--- src/design/tmr_consts.svh ---
// Constants for the ten-channel reload divider timer bank.
// Assumes inclusion by bare name from the package and the design.
`ifndef TMR_CONSTS_SVH
`define TMR_CONSTS_SVH

// -----------------------------------------------------------------
// Internal I/O offsets
// -----------------------------------------------------------------
`define TMR_ADDR_STATUS 8'hA0
`define TMR_ADDR_PRESCALE 8'hA1
`define TMR_ADDR_RELOAD1 8'hA3
`define TMR_ADDR_SOURCE 8'hA4
`define TMR_ADDR_RELOAD2 8'hA5
`define TMR_ADDR_RELOAD8 8'hA6
`define TMR_ADDR_RELOAD3 8'hA7
`define TMR_ADDR_RELOAD9 8'hA8
`define TMR_ADDR_RELOAD4 8'hA9
`define TMR_ADDR_RELOAD10 8'hAA
`define TMR_ADDR_RELOAD5 8'hAB
`define TMR_ADDR_RELOAD6 8'hAD
`define TMR_ADDR_RELOAD7 8'hAF

// -----------------------------------------------------------------
// Field positions and reset values
// -----------------------------------------------------------------
`define TMR_STAT_EN_BIT 0
`define TMR_PRE_DIV2_BIT 0
`define TMR_NUM_TIMERS 10
`define TMR_NO_RELOAD 4'hF
`define TMR_RST_STATUS 8'h00
`define TMR_RST_PRESCALE 8'h01
`define TMR_RST_SOURCE 8'h00
`define TMR_RST_RELOAD 8'h00
`define TMR_READ_ZERO 8'h00

`endif

--- src/design/tmr_pkg.sv ---
// Types shared by the timer bank design.
// Assumes tmr_consts.svh is on the include path.
`include "tmr_consts.svh"

package tmr_pkg;
	typedef logic [7:0] tmr_byte_t;
	typedef logic [3:0] tmr_idx_t;
	// Input source of a chainable timer
	typedef enum logic [0:0] {
		TMR_SRC_MAIN = 1'b0,
		TMR_SRC_T1 = 1'b1
	} tmr_src_t;
endpackage : tmr_pkg

--- src/design/tmr_bank.sv ---
// Ten 8-bit reload countdown dividers with status flags and interrupt.
// Assumes processor strobes are synchronous to clk_i (peripheral clock).
//
// Summary of operation
// - Ten dividers, each with 8-bit reload value
// - Reload n gives one pulse per n+1
// - Bank clock is peripheral clock or half
// - Output pulse one cycle after zero tick; counter reloads on same edge
// - Counter at zero reloads on next input
// - Reload writes accepted at any time
// - Timers two to seven drive baud clocks
// - Timers eight to ten feed fixed peripherals
// - Timers eight to ten raise no flags
// - Timers one to seven set done flags
// - One shared interrupt output for bank
// - Status read returns and clears flags
// - Event during read survives into flag
// - Enabled set flag requests an interrupt
// - Write-only reload registers at own addresses
// - Status bits read flags, write enables
// - Status bit zero gates main clock
// - Control bits pick main clock or timer one
`timescale 1ns/1ps
`include "tmr_consts.svh"

module tmr_bank
	import tmr_pkg::*;
(
	input wire logic clk_i,
	input wire logic rstn_i,
	input wire logic ce_i,
	input wire logic [7:0] io_addr_i,
	input wire logic io_wr_i,
	input wire logic io_rd_i,
	input wire logic [7:0] io_wdata_i,
	output logic [7:0] io_rdata_o,
	output logic irq_o,
	output logic prescale_timer_one_o,
	output logic [5:0] baud_clk_o,
	output logic capture_feed_timer_o,
	output logic pwm_feed_timer_o,
	output logic quadrature_feed_timer_o
);

	// -------------------------------------------------------------
	// Address decode
	// -------------------------------------------------------------

	// Map a reload address to its timer index
	function automatic tmr_idx_t reload_index(input tmr_byte_t addr);
		tmr_idx_t idx;
		idx = `TMR_NO_RELOAD;
		case (addr)
			`TMR_ADDR_RELOAD1: idx = 4'h0;
			`TMR_ADDR_RELOAD2: idx = 4'h1;
			`TMR_ADDR_RELOAD3: idx = 4'h2;
			`TMR_ADDR_RELOAD4: idx = 4'h3;
			`TMR_ADDR_RELOAD5: idx = 4'h4;
			`TMR_ADDR_RELOAD6: idx = 4'h5;
			`TMR_ADDR_RELOAD7: idx = 4'h6;
			`TMR_ADDR_RELOAD8: idx = 4'h7;
			`TMR_ADDR_RELOAD9: idx = 4'h8;
			`TMR_ADDR_RELOAD10: idx = 4'h9;
			default: idx = `TMR_NO_RELOAD;
		endcase
		return idx;
	endfunction : reload_index

	// Qualified strobes
	logic wr_stat;
	logic wr_pre;
	logic wr_src;
	logic rd_stat;
	tmr_idx_t wr_idx;
	assign wr_stat = ce_i && io_wr_i && (io_addr_i == `TMR_ADDR_STATUS);
	assign wr_pre = ce_i && io_wr_i && (io_addr_i == `TMR_ADDR_PRESCALE);
	assign wr_src = ce_i && io_wr_i && (io_addr_i == `TMR_ADDR_SOURCE);
	assign rd_stat = ce_i && io_rd_i && (io_addr_i == `TMR_ADDR_STATUS);
	assign wr_idx = reload_index(io_addr_i);

	// -------------------------------------------------------------
	// Control registers
	// -------------------------------------------------------------
	logic main_en;
	logic [7:1] irq_en;
	tmr_byte_t timer_bank_prescale_select;
	tmr_byte_t timer_bank_clock_source_select;

	// Enables and main clock gate, written through status offset
	always_ff @(posedge clk_i or negedge rstn_i) begin
		if (!rstn_i) begin
			main_en <= 1'b0;
			irq_en <= 7'h00;
		end else if (wr_stat) begin
			main_en <= io_wdata_i[`TMR_STAT_EN_BIT];
			irq_en <= io_wdata_i[7:1];
		end
	end

	// Prescale and clock source selection
	always_ff @(posedge clk_i or negedge rstn_i) begin
		if (!rstn_i) begin
			timer_bank_prescale_select <= `TMR_RST_PRESCALE;
			timer_bank_clock_source_select <= `TMR_RST_SOURCE;
		end else begin
			if (wr_pre) begin
				timer_bank_prescale_select <= io_wdata_i;
			end
			if (wr_src) begin
				timer_bank_clock_source_select <= io_wdata_i;
			end
		end
	end

	// Reload values, written any time without side effects
	tmr_byte_t reload_value [`TMR_NUM_TIMERS];
	always_ff @(posedge clk_i or negedge rstn_i) begin
		if (!rstn_i) begin
			for (int k = 0; k < `TMR_NUM_TIMERS; k++) begin
				reload_value[k] <= `TMR_RST_RELOAD;
			end
		end else if (ce_i && io_wr_i && (wr_idx != `TMR_NO_RELOAD)) begin
			reload_value[wr_idx] <= io_wdata_i;
		end
	end

	// -------------------------------------------------------------
	// Main timer clock
	// -------------------------------------------------------------
	logic phase;
	logic base_tick;
	logic div2;
	assign div2 = timer_bank_prescale_select[`TMR_PRE_DIV2_BIT];

	// Toggle for peripheral clock divided by two
	always_ff @(posedge clk_i or negedge rstn_i) begin
		if (!rstn_i) begin
			phase <= 1'b0;
		end else if (ce_i) begin
			phase <= !phase;
		end
	end

	// Gated base tick, every cycle or every second one
	assign base_tick = ce_i && main_en && (div2 ? phase : 1'b1);

	// -------------------------------------------------------------
	// Countdown dividers
	// -------------------------------------------------------------
	tmr_byte_t cnt [`TMR_NUM_TIMERS];
	logic [`TMR_NUM_TIMERS-1:0] tick_in;
	logic [`TMR_NUM_TIMERS-1:0] pulse;

	genvar g;
	generate
		for (g = 0; g < `TMR_NUM_TIMERS; g++) begin : gen_div
			// Input source: timers two to seven may chain from timer one
			if (g >= 1 && g <= 6) begin : gen_chain
				assign tick_in[g] = (tmr_src_t'(timer_bank_clock_source_select[g+1])
					== TMR_SRC_T1) ? (ce_i && pulse[0]) : base_tick;
			end else begin : gen_fixed
				assign tick_in[g] = base_tick;
			end

			// Count down, reload from zero, one-cycle pulse on reload
			always_ff @(posedge clk_i or negedge rstn_i) begin
				if (!rstn_i) begin
					cnt[g] <= `TMR_RST_RELOAD;
					pulse[g] <= 1'b0;
				end else if (ce_i) begin
					pulse[g] <= tick_in[g] && (cnt[g] == 8'h00);
					if (tick_in[g]) begin
						if (cnt[g] == 8'h00) begin
							cnt[g] <= reload_value[g];
						end else begin
							cnt[g] <= cnt[g] - 8'h01;
						end
					end
				end
			end

		end
	endgenerate

	// Peripheral feeds straight from the pulse flops
	assign prescale_timer_one_o = pulse[0];
	assign baud_clk_o = pulse[6:1];
	assign capture_feed_timer_o = pulse[7];
	assign pwm_feed_timer_o = pulse[8];
	assign quadrature_feed_timer_o = pulse[9];

	// -------------------------------------------------------------
	// Status flags
	// -------------------------------------------------------------
	logic [7:1] done;
	logic [7:1] next_done;

	// Read clears; a pulse in the same cycle wins and stays set
	always_comb begin
		next_done = rd_stat ? 7'h00 : done;
		next_done = next_done | pulse[6:0];
	end

	// Only timers one to seven own flags
	always_ff @(posedge clk_i or negedge rstn_i) begin
		if (!rstn_i) begin
			done <= 7'h00;
		end else if (ce_i) begin
			done <= next_done;
		end
	end

	// Read data, zero for any write-only or unmapped offset
	always_ff @(posedge clk_i or negedge rstn_i) begin
		if (!rstn_i) begin
			io_rdata_o <= `TMR_READ_ZERO;
		end else if (ce_i && io_rd_i) begin
			io_rdata_o <= rd_stat ? {done, 1'b0} : `TMR_READ_ZERO;
		end
	end

	// -------------------------------------------------------------
	// Interrupt request
	// -------------------------------------------------------------

	// Enables as they stand after this edge, so an enable write and the request agree
	logic [7:1] next_irq_en;
	always_comb begin
		next_irq_en = wr_stat ? io_wdata_i[7:1] : irq_en;
	end

	// Single request line for the whole bank
	always_ff @(posedge clk_i or negedge rstn_i) begin
		if (!rstn_i) begin
			irq_o <= 1'b0;
		end else if (ce_i) begin
			irq_o <= |(next_done & next_irq_en);
		end
	end
endmodule : tmr_bank

--- config.mk ---
export PLATFORM = sky130hd
export DESIGN_NAME = tmr_bank
export DESIGN_NICKNAME = d
export VERILOG_FILES = /design/src/design/tmr_pkg.sv /design/src/design/tmr_bank.sv
export VERILOG_INCLUDE_DIRS = /design/src /design/src/design
export SDC_FILE = /design/constraint.sdc
export NUM_CORES = 1
export LEC_CHECK = 0
export BUFFER_PORTS_ARGS = -buffer_cell sky130_fd_sc_hd__buf_2
export CAP_MARGIN = 20
export CORE_UTILIZATION = 56
export DETAILED_ROUTE_END_ITERATION = 16
export GPL_ROUTABILITY_DRIVEN = 0
export PLACE_DENSITY = 0.76
export SETUP_SLACK_MARGIN = 0.15
export SLEW_MARGIN = 20
export SYNTH_ARGS = -nofsm -noshare
export SYNTH_HDL_FRONTEND = slang
export SYNTH_SLANG_ARGS = --single-unit
export TNS_END_PERCENT = 30
--- constraint.sdc ---
create_clock -name clk_i -period 2 [get_ports clk_i]
set_input_delay 0.2 -clock clk_i [delete_from_list [all_inputs] [get_ports clk_i]]
set_output_delay 0.2 -clock clk_i [all_outputs]
set_load 0.005 [all_outputs]
==> metrics, run 1 <==
Fillers between 1k and 1.5k; area grow syn2layout 19.88%; post-route ant nets 0; die area 17,860 um^2; initial antenna violation count 0; maxcap violations 0; post-synthesis sequential area ratio about half; unrepaired setup endpoints after global routing true; hold_ws 21.61 ps; first-pass iteration count of the detailed router 7; final wirelength between 20,000 and 25,000 um; critical path's slowest cell or4b_4; Synth top area share 51.56%; Yosys Warn Count 0; WS Path Type reg -> reg; clk sink count around 200; fin. max-slew vios 0; Cell Area, Synth 9707 um^2; top_reg_cell synth dfrtp_1; status finished, final reports clean; Rows 47; vias in the first global route just over 7k; DRT iter0 DRCs between 400 and 500; Final setup violation count 0; Clk pin slew, worst setup/hold paths around 60 ps; DR WL/cell between 15 and 20 um; share of layout cells above drive strength 1 30.59%; total gr overflow 0; Fmax roughly 0.51 GHz; IO Port Bufs 38; cells after synthesis 899; Cell variety after synth 66; EDFF count, synth 0; post-layout util 69.43%; Setup Skew between 10 and 15 ps; io pins 40; die height about 130 um; Tot Pwr between 9 and 10 mW; Mapped Avg Cell Area about 11 um^2; CP Data Required Time 2370 ps; CTS Root Cell clkbuf_16; Final Hold Fails 0; cts bufs inserted 22; ANT cells 0; largest net degree at the start of global routing 64; Peak VDD IR roughly 990 uV; Tcrit/Tclk final 98.34%; Synth area leaders dfrtp_1 52%, mux2_2 11%, o21ai_0 3.6%; largest area contributor in the netlist dfrtp_1; Die W between 100 and 150 um; critical path peak fanout 5; Max H-tree Level 1; Seq cells post-synth 201; DP HPWL 14,830 um; clk_lat worst skew roughly 500 ps; Hold WC Path Type in -> reg; via count 7,556; starting density of the core between 50% and 60%; crit path capture type register; minimum clock period after layout around 2000 ps; Pleak around 5.4 nW; worst slew pin tran 654.4 ps; Pwr Density just over 800 nW/um^2; Vias/cell 6.158; Global Route Usage Sum 26.12%; total nets after synthesis between 900 and 1k; CTS tree yes; Slew HR 55.97%; CP arrival between 2000 and 2500 ps; Reg2Reg Setup Slack around 33 ps; crit path launch type register; Cells after DPL 1,179; nets approximately 1.0k; total core area approximately 17,000 um^2; Slowest Stage Delay on Critical Path ~480 ps; drt drc 0; CP Cell Sequence inv_2 -> ha_4 -> or4b_4 -> or4_4 -> o211ai_1 -> o21ai_1; first-pass GRT wire length 37,130 um; deepest clock path buffer count 3; Post-synth ARST share between 90% and 100%; Cell Count, Final, Fillers Out about 1.2k
cell usage in the layout, fill, tap and decap left out, types with 22 or more instances in the layout:
cell type / synthesis / final
dfrtp_1: 200 / 200
a22o_1: 22 / 22
inv_1: 36 / 29
nor2_1: 32 / 31
clkbuf_16: 0 / 23
mux2_2: 95 / 91
a21oi_1: 57 / 55
buf_2: 5 / 37
nand2_1: 77 / 75
o21ai_0: 70 / 63
buf_4: 3 / 64
nor3_1: 33 / 30
per-stage QoR:
stage / worst slack, ps / setup TNS (ps) / area (um^2)
global placement: -26.43 / -26.43 / 10580
global route: 4.792 / 0 / 11640
finish: 33.16 / 0 / 11640
detailed placement: -47.64 / -77.20 / 10580
floorplan: 47.96 / 0 / 9753
CTS: -14.08 / -14.08 / 11460
registers in the layout, summed over array words and instances (netlist names), 6 cells and up:
name                            count
cnt                                80
io_rdata_o                          7
timer_bank_clock_source_select      6
baud_clk_o                          6
irq_en                              7
reload_value                       80
done                                7
synth_stat cells, types with 6 or more instances:
| cell | instances |
|---|---|
| dfrtp_1 | 200 |
| mux2_2 | 95 |
| nand2_1 | 77 |
| o21ai_0 | 70 |
| a21oi_1 | 57 |
| inv_1 | 36 |
| clkbuf_1 | 34 |
| nor3_1 | 33 |
| nor2_1 | 32 |
| a22o_1 | 22 |
| ha_1 | 20 |
| nand3_1 | 15 |
| or3_1 | 13 |
| o211ai_1 | 12 |
| o31ai_1 | 12 |
| a31oi_1 | 11 |
| o41ai_1 | 10 |
| and2_1 | 8 |
| nand2b_1 | 8 |
| a21o_1 | 7 |
| a22oi_1 | 7 |
| or4_1 | 7 |
| a2bb2oi_1 | 6 |
| nor3b_1 | 6 |
per-layer routing:
layer	vias to the layer above	track usage (%)	routed length (um)	share of wire, %
li1	3522	-	-	-
met1	3765	36.56	10320	45
met2	217	42.42	11090	48
met3	52	3.501	1142	4.9
met4	0	8.081	560	2.4
met5	-	0	0	0
timing repair:
item / CTS / global route
resized for setup: 21 / 37
pin swaps: 4 / 12
buffers inserted: 4 / 3
hold buffers: 1 / 0
hold endpoints to repair: 136 / 0
endpoints found under the setup margin: 39 / 53
gates cloned: 1 / 0
power breakdown:
part	switching [mW]	internal [mW]
clock network	1.62	2.58
logic	0.544	0.403
registers	0.125	4.23
logic make-up after synthesis:
family,count (synthesis),share of synthesized area [%]
and+or+nand+nor,249,14.14
AOI/OAI and AO/OA,247,16.49
DFF,201,51.83
muxes,98,11.33
buffers and inverters,82,3.506
adders and majority gates,20,2.578
other,1,0.03863
xor gates and xnor gates,1,0.09025
area by class of cell:
| class | count | area (um^2) | area share [%] |
|---|---|---|---|
| inverters | 37 | 138.9 | 1.194 |
| well taps | 220 | 275.3 | 2.366 |
| clock buffers | 31 | 665.6 | 5.720 |
| clock inverters | 8 | 96.34 | 0.8280 |
| flip-flops and latches | 201 | 5031 | 43.24 |
| repair buffers | 113 | 845.8 | 7.269 |
| multi-input cells | 617 | 4583 | 39.39 |
worst max-delay path, delay by kind of cell (launching register included):
kind,cells,cell delay (ps)
and+or+nand+nor,2,960
DFF,1,390
AOI/OAI and AO/OA,2,280
adders and majority gates,1,120
buffers and inverters,1,90
path summary, 6_finish.rpt:
kind	start	to	cells past startpoint
hold reg to reg	io_rdata_o[5]	io_rdata_o[5]	2
setup / recovery	cnt[25]	cnt[24]	6
hold / removal	ce_i	phase	2
min in group asynchronous	rstn_i	baud_clk_o[0]	2
setup reg to reg	cnt[25]	cnt[24]	6
max in group asynchronous	rstn_i	cnt[21]	3
Note: power is estimated with default switching activity, not from simulation.
==> inputs of run 2 (changes only) <==
--- a/config.mk
+++ b/config.mk
@@ -6,9 +6,11 @@
 export SDC_FILE = /design/constraint.sdc
 export NUM_CORES = 1
 export LEC_CHECK = 0
+export ABC_AREA = 1
 export BUFFER_PORTS_ARGS = -buffer_cell sky130_fd_sc_hd__buf_2
 export CAP_MARGIN = 20
 export CORE_UTILIZATION = 56
+export CTS_BUF_LIST = sky130_fd_sc_hd__clkbuf_16
 export DETAILED_ROUTE_END_ITERATION = 16
 export GPL_ROUTABILITY_DRIVEN = 0
 export PLACE_DENSITY = 0.76
==> run 2 against run 1 <==
Net effect:
- first-iteration DRC count rose by 71%
- register-to-register slack improved by 220 ps
- largest power group unchanged
- worst setup slack improved by 220 ps
- flip-flop and latch count did not move
- sequential share of layout area rose by 0.17 points
==> metrics, run 2 <==
first-pass iteration count of the detailed router 5; area grow syn2layout 14.12%; most common cell in the netlist nand2_1; Final setup violation count 0; fin. max-slew vios 0; Cell Area, Synth approximately 10,000 um^2; clk_lat worst skew 500 ps; commonest non-fill, non-tap cell in the layout nand2_1; DP HPWL approximately 17,000 um; minimum clock period after layout 1747 ps; total nets after synthesis approximately 1.3k; Pleak a little under 6 nW; CP Data Required Time roughly 2400 ps; deepest clock path buffer count 3; Worst R2R End cnt[38]; Hold WC Path Type in -> reg; CP arrival 2120 ps; Vias/cell about 5.7; post-route ant nets 0; unrepaired setup endpoints after global routing true; Global Route Usage Sum 27.73%; CP endpoint cnt[38]; critical path peak fanout 10; die height between 100 and 150 um; Setup TNS 0 ps; Largest regs cnt x80, reload_value x80; Worst R2R Path Depth 7; die area ~19,000 um^2; drt drc 0; Setup crit start cnt[32]; Peak VDD IR 762.9 uV; worst slew pin tran 550.9 ps; crit path launch type register; CTS Root Cell clkbuf_16; Fmax between 0.5 and 0.6 GHz; top_reg_cell synth dfrtp_1; maxcap violations 0; commonest cells after routing, fill and taps aside 317 x nand2_1, 200 x dfrtp_1, 127 x o21ai_0; cts bufs inserted 22; Post-synth ARST share between 90% and 100%; nets approximately 1.4k; initial antenna violation count 1; ANT cells 0; Final Hold Fails 0; CTS tree yes; largest area contributor in the netlist dfrtp_1; total gr overflow 0; Rows 48; Max H-tree Level 1; io pins 40; DRT iter0 DRCs 806; EDFF count, synth 0; status finished, final reports clean; crit path capture type register; Reg2Reg Setup Slack about 250 ps; final wirelength about 25,000 um; Seq cells post-synth approximately 200; Synth top area share 49.27%; Die W roughly 140 um; RR Startpoint cnt[32]; starting density of the core between 50% and 60%; IO Port Bufs 38; Cells after DPL 1,500; Setup Skew about 12 ps; Mapped Avg Cell Area slightly above 8 um^2; post-synthesis sequential area ratio between 40% and 50%; vias in the first global route slightly above 8k; total core area between 15,000 and 20,000 um^2; cells after synthesis between 1k and 1.5k; Tcrit/Tclk final between 80 and 90%; Yosys Warn Count 0; DR WL/cell approximately 16 um; Cell variety after synth between 40 and 50; share of layout cells above drive strength 1 between 10% and 20%; first-pass GRT wire length ~41,000 um; WS Path Type reg -> reg; via count ~8.9k; Pwr Density between 900 and 1000 nW/um^2; Cell Count, Final, Fillers Out around 1.6k; Slew HR 63.27%; Tot Pwr approximately 12 mW; largest net degree at the start of global routing 64; Post-synth top cells 318 x nand2_1, 200 x dfrtp_1, 128 x o21ai_0; Clk pin slew, worst setup/hold paths ~60 ps; worst hold path depth 3; Synth area leaders dfrtp_1 49%, nand2_1 12%, o21ai_0 6.3%; clk sink count 201
run 2: where the power goes:
group	internal [mW]	switching (mW)	total [mW]	leakage (nW)
Clock	2.32	1.59	3.91	0.367
Combinational	0.947	1.73	2.67	2.97
Sequential	4.62	0.349	4.97	2.59
Total	7.89	3.66	11.6	5.93
run 2: final cells by class:
cell class	count	area, um^2
clock inverters	17	121.4
well taps	225	281.5
flip-flops and latches	201	5031
clock buffers	23	575.6
inverters	130	494.2
repair buffers	92	665.6
repair inverters	1	5.005
multi-input cells	861	4417
fillers	1424	5886
run 2: worst min path at each step:
| stage | startpoint | endpoint | slack (ps) |
|---|---|---|---|
| floorplan | rstn_i | baud_clk_o[0] | -100 |
| global placement | rstn_i | cnt[57] | 230 |
| detailed placement | rstn_i | cnt[57] | 230 |
| CTS | io_wdata_i[0] | timer_bank_prescale_select[0] | 80 |
| global route | io_wdata_i[0] | timer_bank_prescale_select[0] | 100 |
| finish | io_wdata_i[0] | timer_bank_prescale_select[0] | 100 |
run 2: cell families (layout without fill, tap and decap cells):
group / Yosys count / after routing / share of synthesized area, %
simple gates: 590 / 590 / 26.36
compound gates: 230 / 230 / 12.69
flops: 201 / 201 / 49.53
buf+inv: 173 / 263 / 7.145
fa+ha+maj: 20 / 20 / 2.464
xor+xnor: 18 / 18 / 1.552
mux: 2 / 2 / 0.2217
other cells: 1 / 1 / 0.03692
run 2: stage by stage:
stage | instance area [um^2] | hold WS [ps] | util (%) | setup WS (ps)
after detailed placement | 10790 | 229.1 | 61.73 | 58.81
after floorplan | 10160 | -95.59 | - | 427.8
after CTS | 11510 | 79.32 | 65.85 | 160.1
final | 11590 | 100.9 | 66.32 | 253.2
after global routing | 11590 | 103.7 | 66.32 | 134.6
after global placement | 10790 | 225.6 | 61.73 | 182.9
run 2: layer usage:
layer  vias to the layer above  routed length [um]  track usage (%)
li1                       4292                   -                -
met1                      4253               10880            37.93
met2                       272               11780            45.35
met3                        49                1465            4.111
met4                         0                 624            9.198
met5                         -                   0                0
run 2: worst max-delay path, cell delays in order, from the launching register on:
cell	delay (ps)
dfrtp_1	360
inv_1	210
ha_1	190
nand3_1	90
nor2_2	180
clkinvlp_4	220
o221ai_1	260
o21ai_1	110
run 2: repair_timing:
item / 4_1_cts / 5_1_grt
buffers inserted: 0 / 7
setup endpoints to repair: 4 / 38
hold endpoints to repair: 60 / 0
gates cloned: 0 / 1
hold buffers: 2 / 0
resized for setup: 1 / 12
==> inputs of run 3 (changes only) <==
==> constraint.sdc (replaced) <==
create_clock -name clk_i -period 2 [get_ports clk_i]
set_input_delay 0.2 -clock clk_i [delete_from_list [all_inputs] [get_ports clk_i]]
set_output_delay 0.2 -clock clk_i [all_outputs]
set_load 0.1 [all_outputs]
==> run 3 against run 2 <==
Net effect:
- non-clock buffer count decreased by 9
- final area fell by 1.6%
- clock power is 7.9% lower
==> metrics, run 3 (synthesis gave the netlist of run 2 again) <==
CP arrival 2150 ps; Hold WC Path Type in -> reg; final instance area 11,410 um^2; Pleak around 5.8 nW; unrepaired setup endpoints after global routing true; Rows 48; total core area roughly 17,000 um^2; Setup TNS 0 ps; share of layout cells above drive strength 1 12.66%; status finished, final reports clean; Die W roughly 140 um; Global Route Usage Sum a little over a quarter; CP endpoint cnt[43]; pre-CTS WS around 100 ps; critical path peak fanout 15; IO Port Bufs 38; vias in the first global route just over 8k; via count ~9k; Tcrit/Tclk final 88.79%; Final Hold Fails 0; clk sink count 201; DR WL/cell approximately 16 um; Worst R2R End cnt[43]; starting density of the core around 58%; RR Startpoint timer_bank_prescale_select[0]; Clk pin slew, worst setup/hold paths around 60 ps; Final setup violation count 0; hold_ws roughly 57 ps; CTS tree yes; Pwr Density about 980 nW/um^2; Worst R2R Path Depth 11; area grow syn2layout 12.32%; CP Cell Sequence inv_1 -> nor2_1 -> nor2_2 -> inv_2 -> nand2_1 -> o21ai_0 -> buf_4 -> inv_2 -> buf_4 -> o21ai_0 -> o22ai_1; Vias/cell 5.700; largest net degree at the start of global routing 68; clk_lat worst skew around 500 ps; DRT iter0 DRCs 797; Setup crit start timer_bank_prescale_select[0]; io pins 40; Flop pwr share between 40 and 50%; Setup Skew around 15 ps; commonest non-fill, non-tap cell in the layout nand2_1; initial antenna violation count 2; Reg2Reg Setup Slack about 220 ps; clock share of power about 32%; first-pass iteration count of the detailed router 5; sw frac 32.43%; Fmax 0.5631 GHz; internal power about 7.6 mW; nets between 1k and 1.5k; CTS Root Cell clkbuf_16; die area 18,680 um^2; crit path capture type register; DP HPWL roughly 17,000 um; crit path launch type register; minimum clock period after layout between 1500 and 2000 ps; post-route ant nets 0; final wirelength ~25,000 um; total gr overflow 0; Fillers between 1k and 1.5k; die height between 100 and 150 um; maxcap violations 0; Slowest Stage Delay on Critical Path ~530 ps; first-pass GRT wire length 40,350 um; commonest cells after routing, fill and taps aside 317 x nand2_1, 199 x dfrtp_1, 126 x o21ai_0; CP Data Required Time roughly 2400 ps; deepest clock path buffer count 3; WS Path Type reg -> reg; Largest regs cnt x80, reload_value x80; worst setup slack after layout 224.3 ps; cts bufs inserted 21; Placed Area around 11,000 um^2; Switch Pwr approximately 3.6 mW; Comb pwr share between 20% and 30%; fin. max-slew vios 0; Peak VDD IR approximately 880 uV; Max H-tree Level 1; drt drc 0; critical path's slowest cell dfstp_2
-- run 3: worst min-delay path by stage --
stage,start,end,cells after the start
6_report,ce_i,phase,2
5_1_grt,ce_i,phase,2
4_1_cts,ce_i,phase,2
3_5_place_dp,rstn_i,cnt[57],1
3_3_place_gp,rstn_i,cnt[57],1
2_1_floorplan,rstn_i,baud_clk_o[0],0
-- run 3: layer usage --
| layer | vias up | global-route usage [%] | wire length, um |
|---|---|---|---|
| met5 | - | 0 | 0 |
| met3 | 43 | 4.370 | 1501 |
| met2 | 283 | 44.92 | 11630 |
| li1 | 4269 | - | - |
| met1 | 4171 | 37.06 | 10770 |
| met4 | 0 | 9.383 | 688 |
-- run 3: what timing repair did --
action / in CTS / in global routing
buffers inserted: 0 / 1
setup endpoints to repair: 2 / 32
gates resized for setup: 1 / 9
hold endpoints to repair: 201 / 0
cloned: 0 / 0
pin swaps: 0 / 1
hold buffers: 1 / 0
-- run 3: critical path: cells and delay by family, from the launching register on --
family	cells	cell delay [ps]
buffers and inverters	5	570
flip-flops	1	530
AO/OA/AOI/OAI	3	330
AND/OR/NAND/NOR	3	220
-- run 3: through the flow --
stage / utilization, % / instances / total power, mW
detailed placement: 61.50 / 1498 / 7.604
global placement: 61.50 / 1498 / 7.505
CTS: 65.09 / 1535 / 11.21
finish: 65.28 / 1538 / 11.19
global route: 65.26 / 1537 / 11.85
floorplan: - / 1235 / 6.918
-- run 3: layout make-up --
cell class                      instances  area [um^2]  area share, %
Clock buffer                           21        525.5          4.606
Antenna cell                            2        5.005        0.04387
Timing Repair Buffer                   83        568.0          4.979
Clock inverter                         15        91.34         0.8006
Sequential cell                       201         5032          44.11
Multi-Input combinational cell        861         4417          38.71
Tap cell                              225        281.5          2.468
Inverter                              130        488.0          4.277
-- run 3: power groups by stage --
stage	registers, mW	clock network, mW	logic [mW]
6_report	4.97	3.60	2.61
5_1_grt	5.04	3.82	2.99
4_1_cts	4.97	3.64	2.60
3_5_place_dp	5.03	0	2.57
3_3_place_gp	5.02	0	2.49
2_1_floorplan	4.96	0	1.95
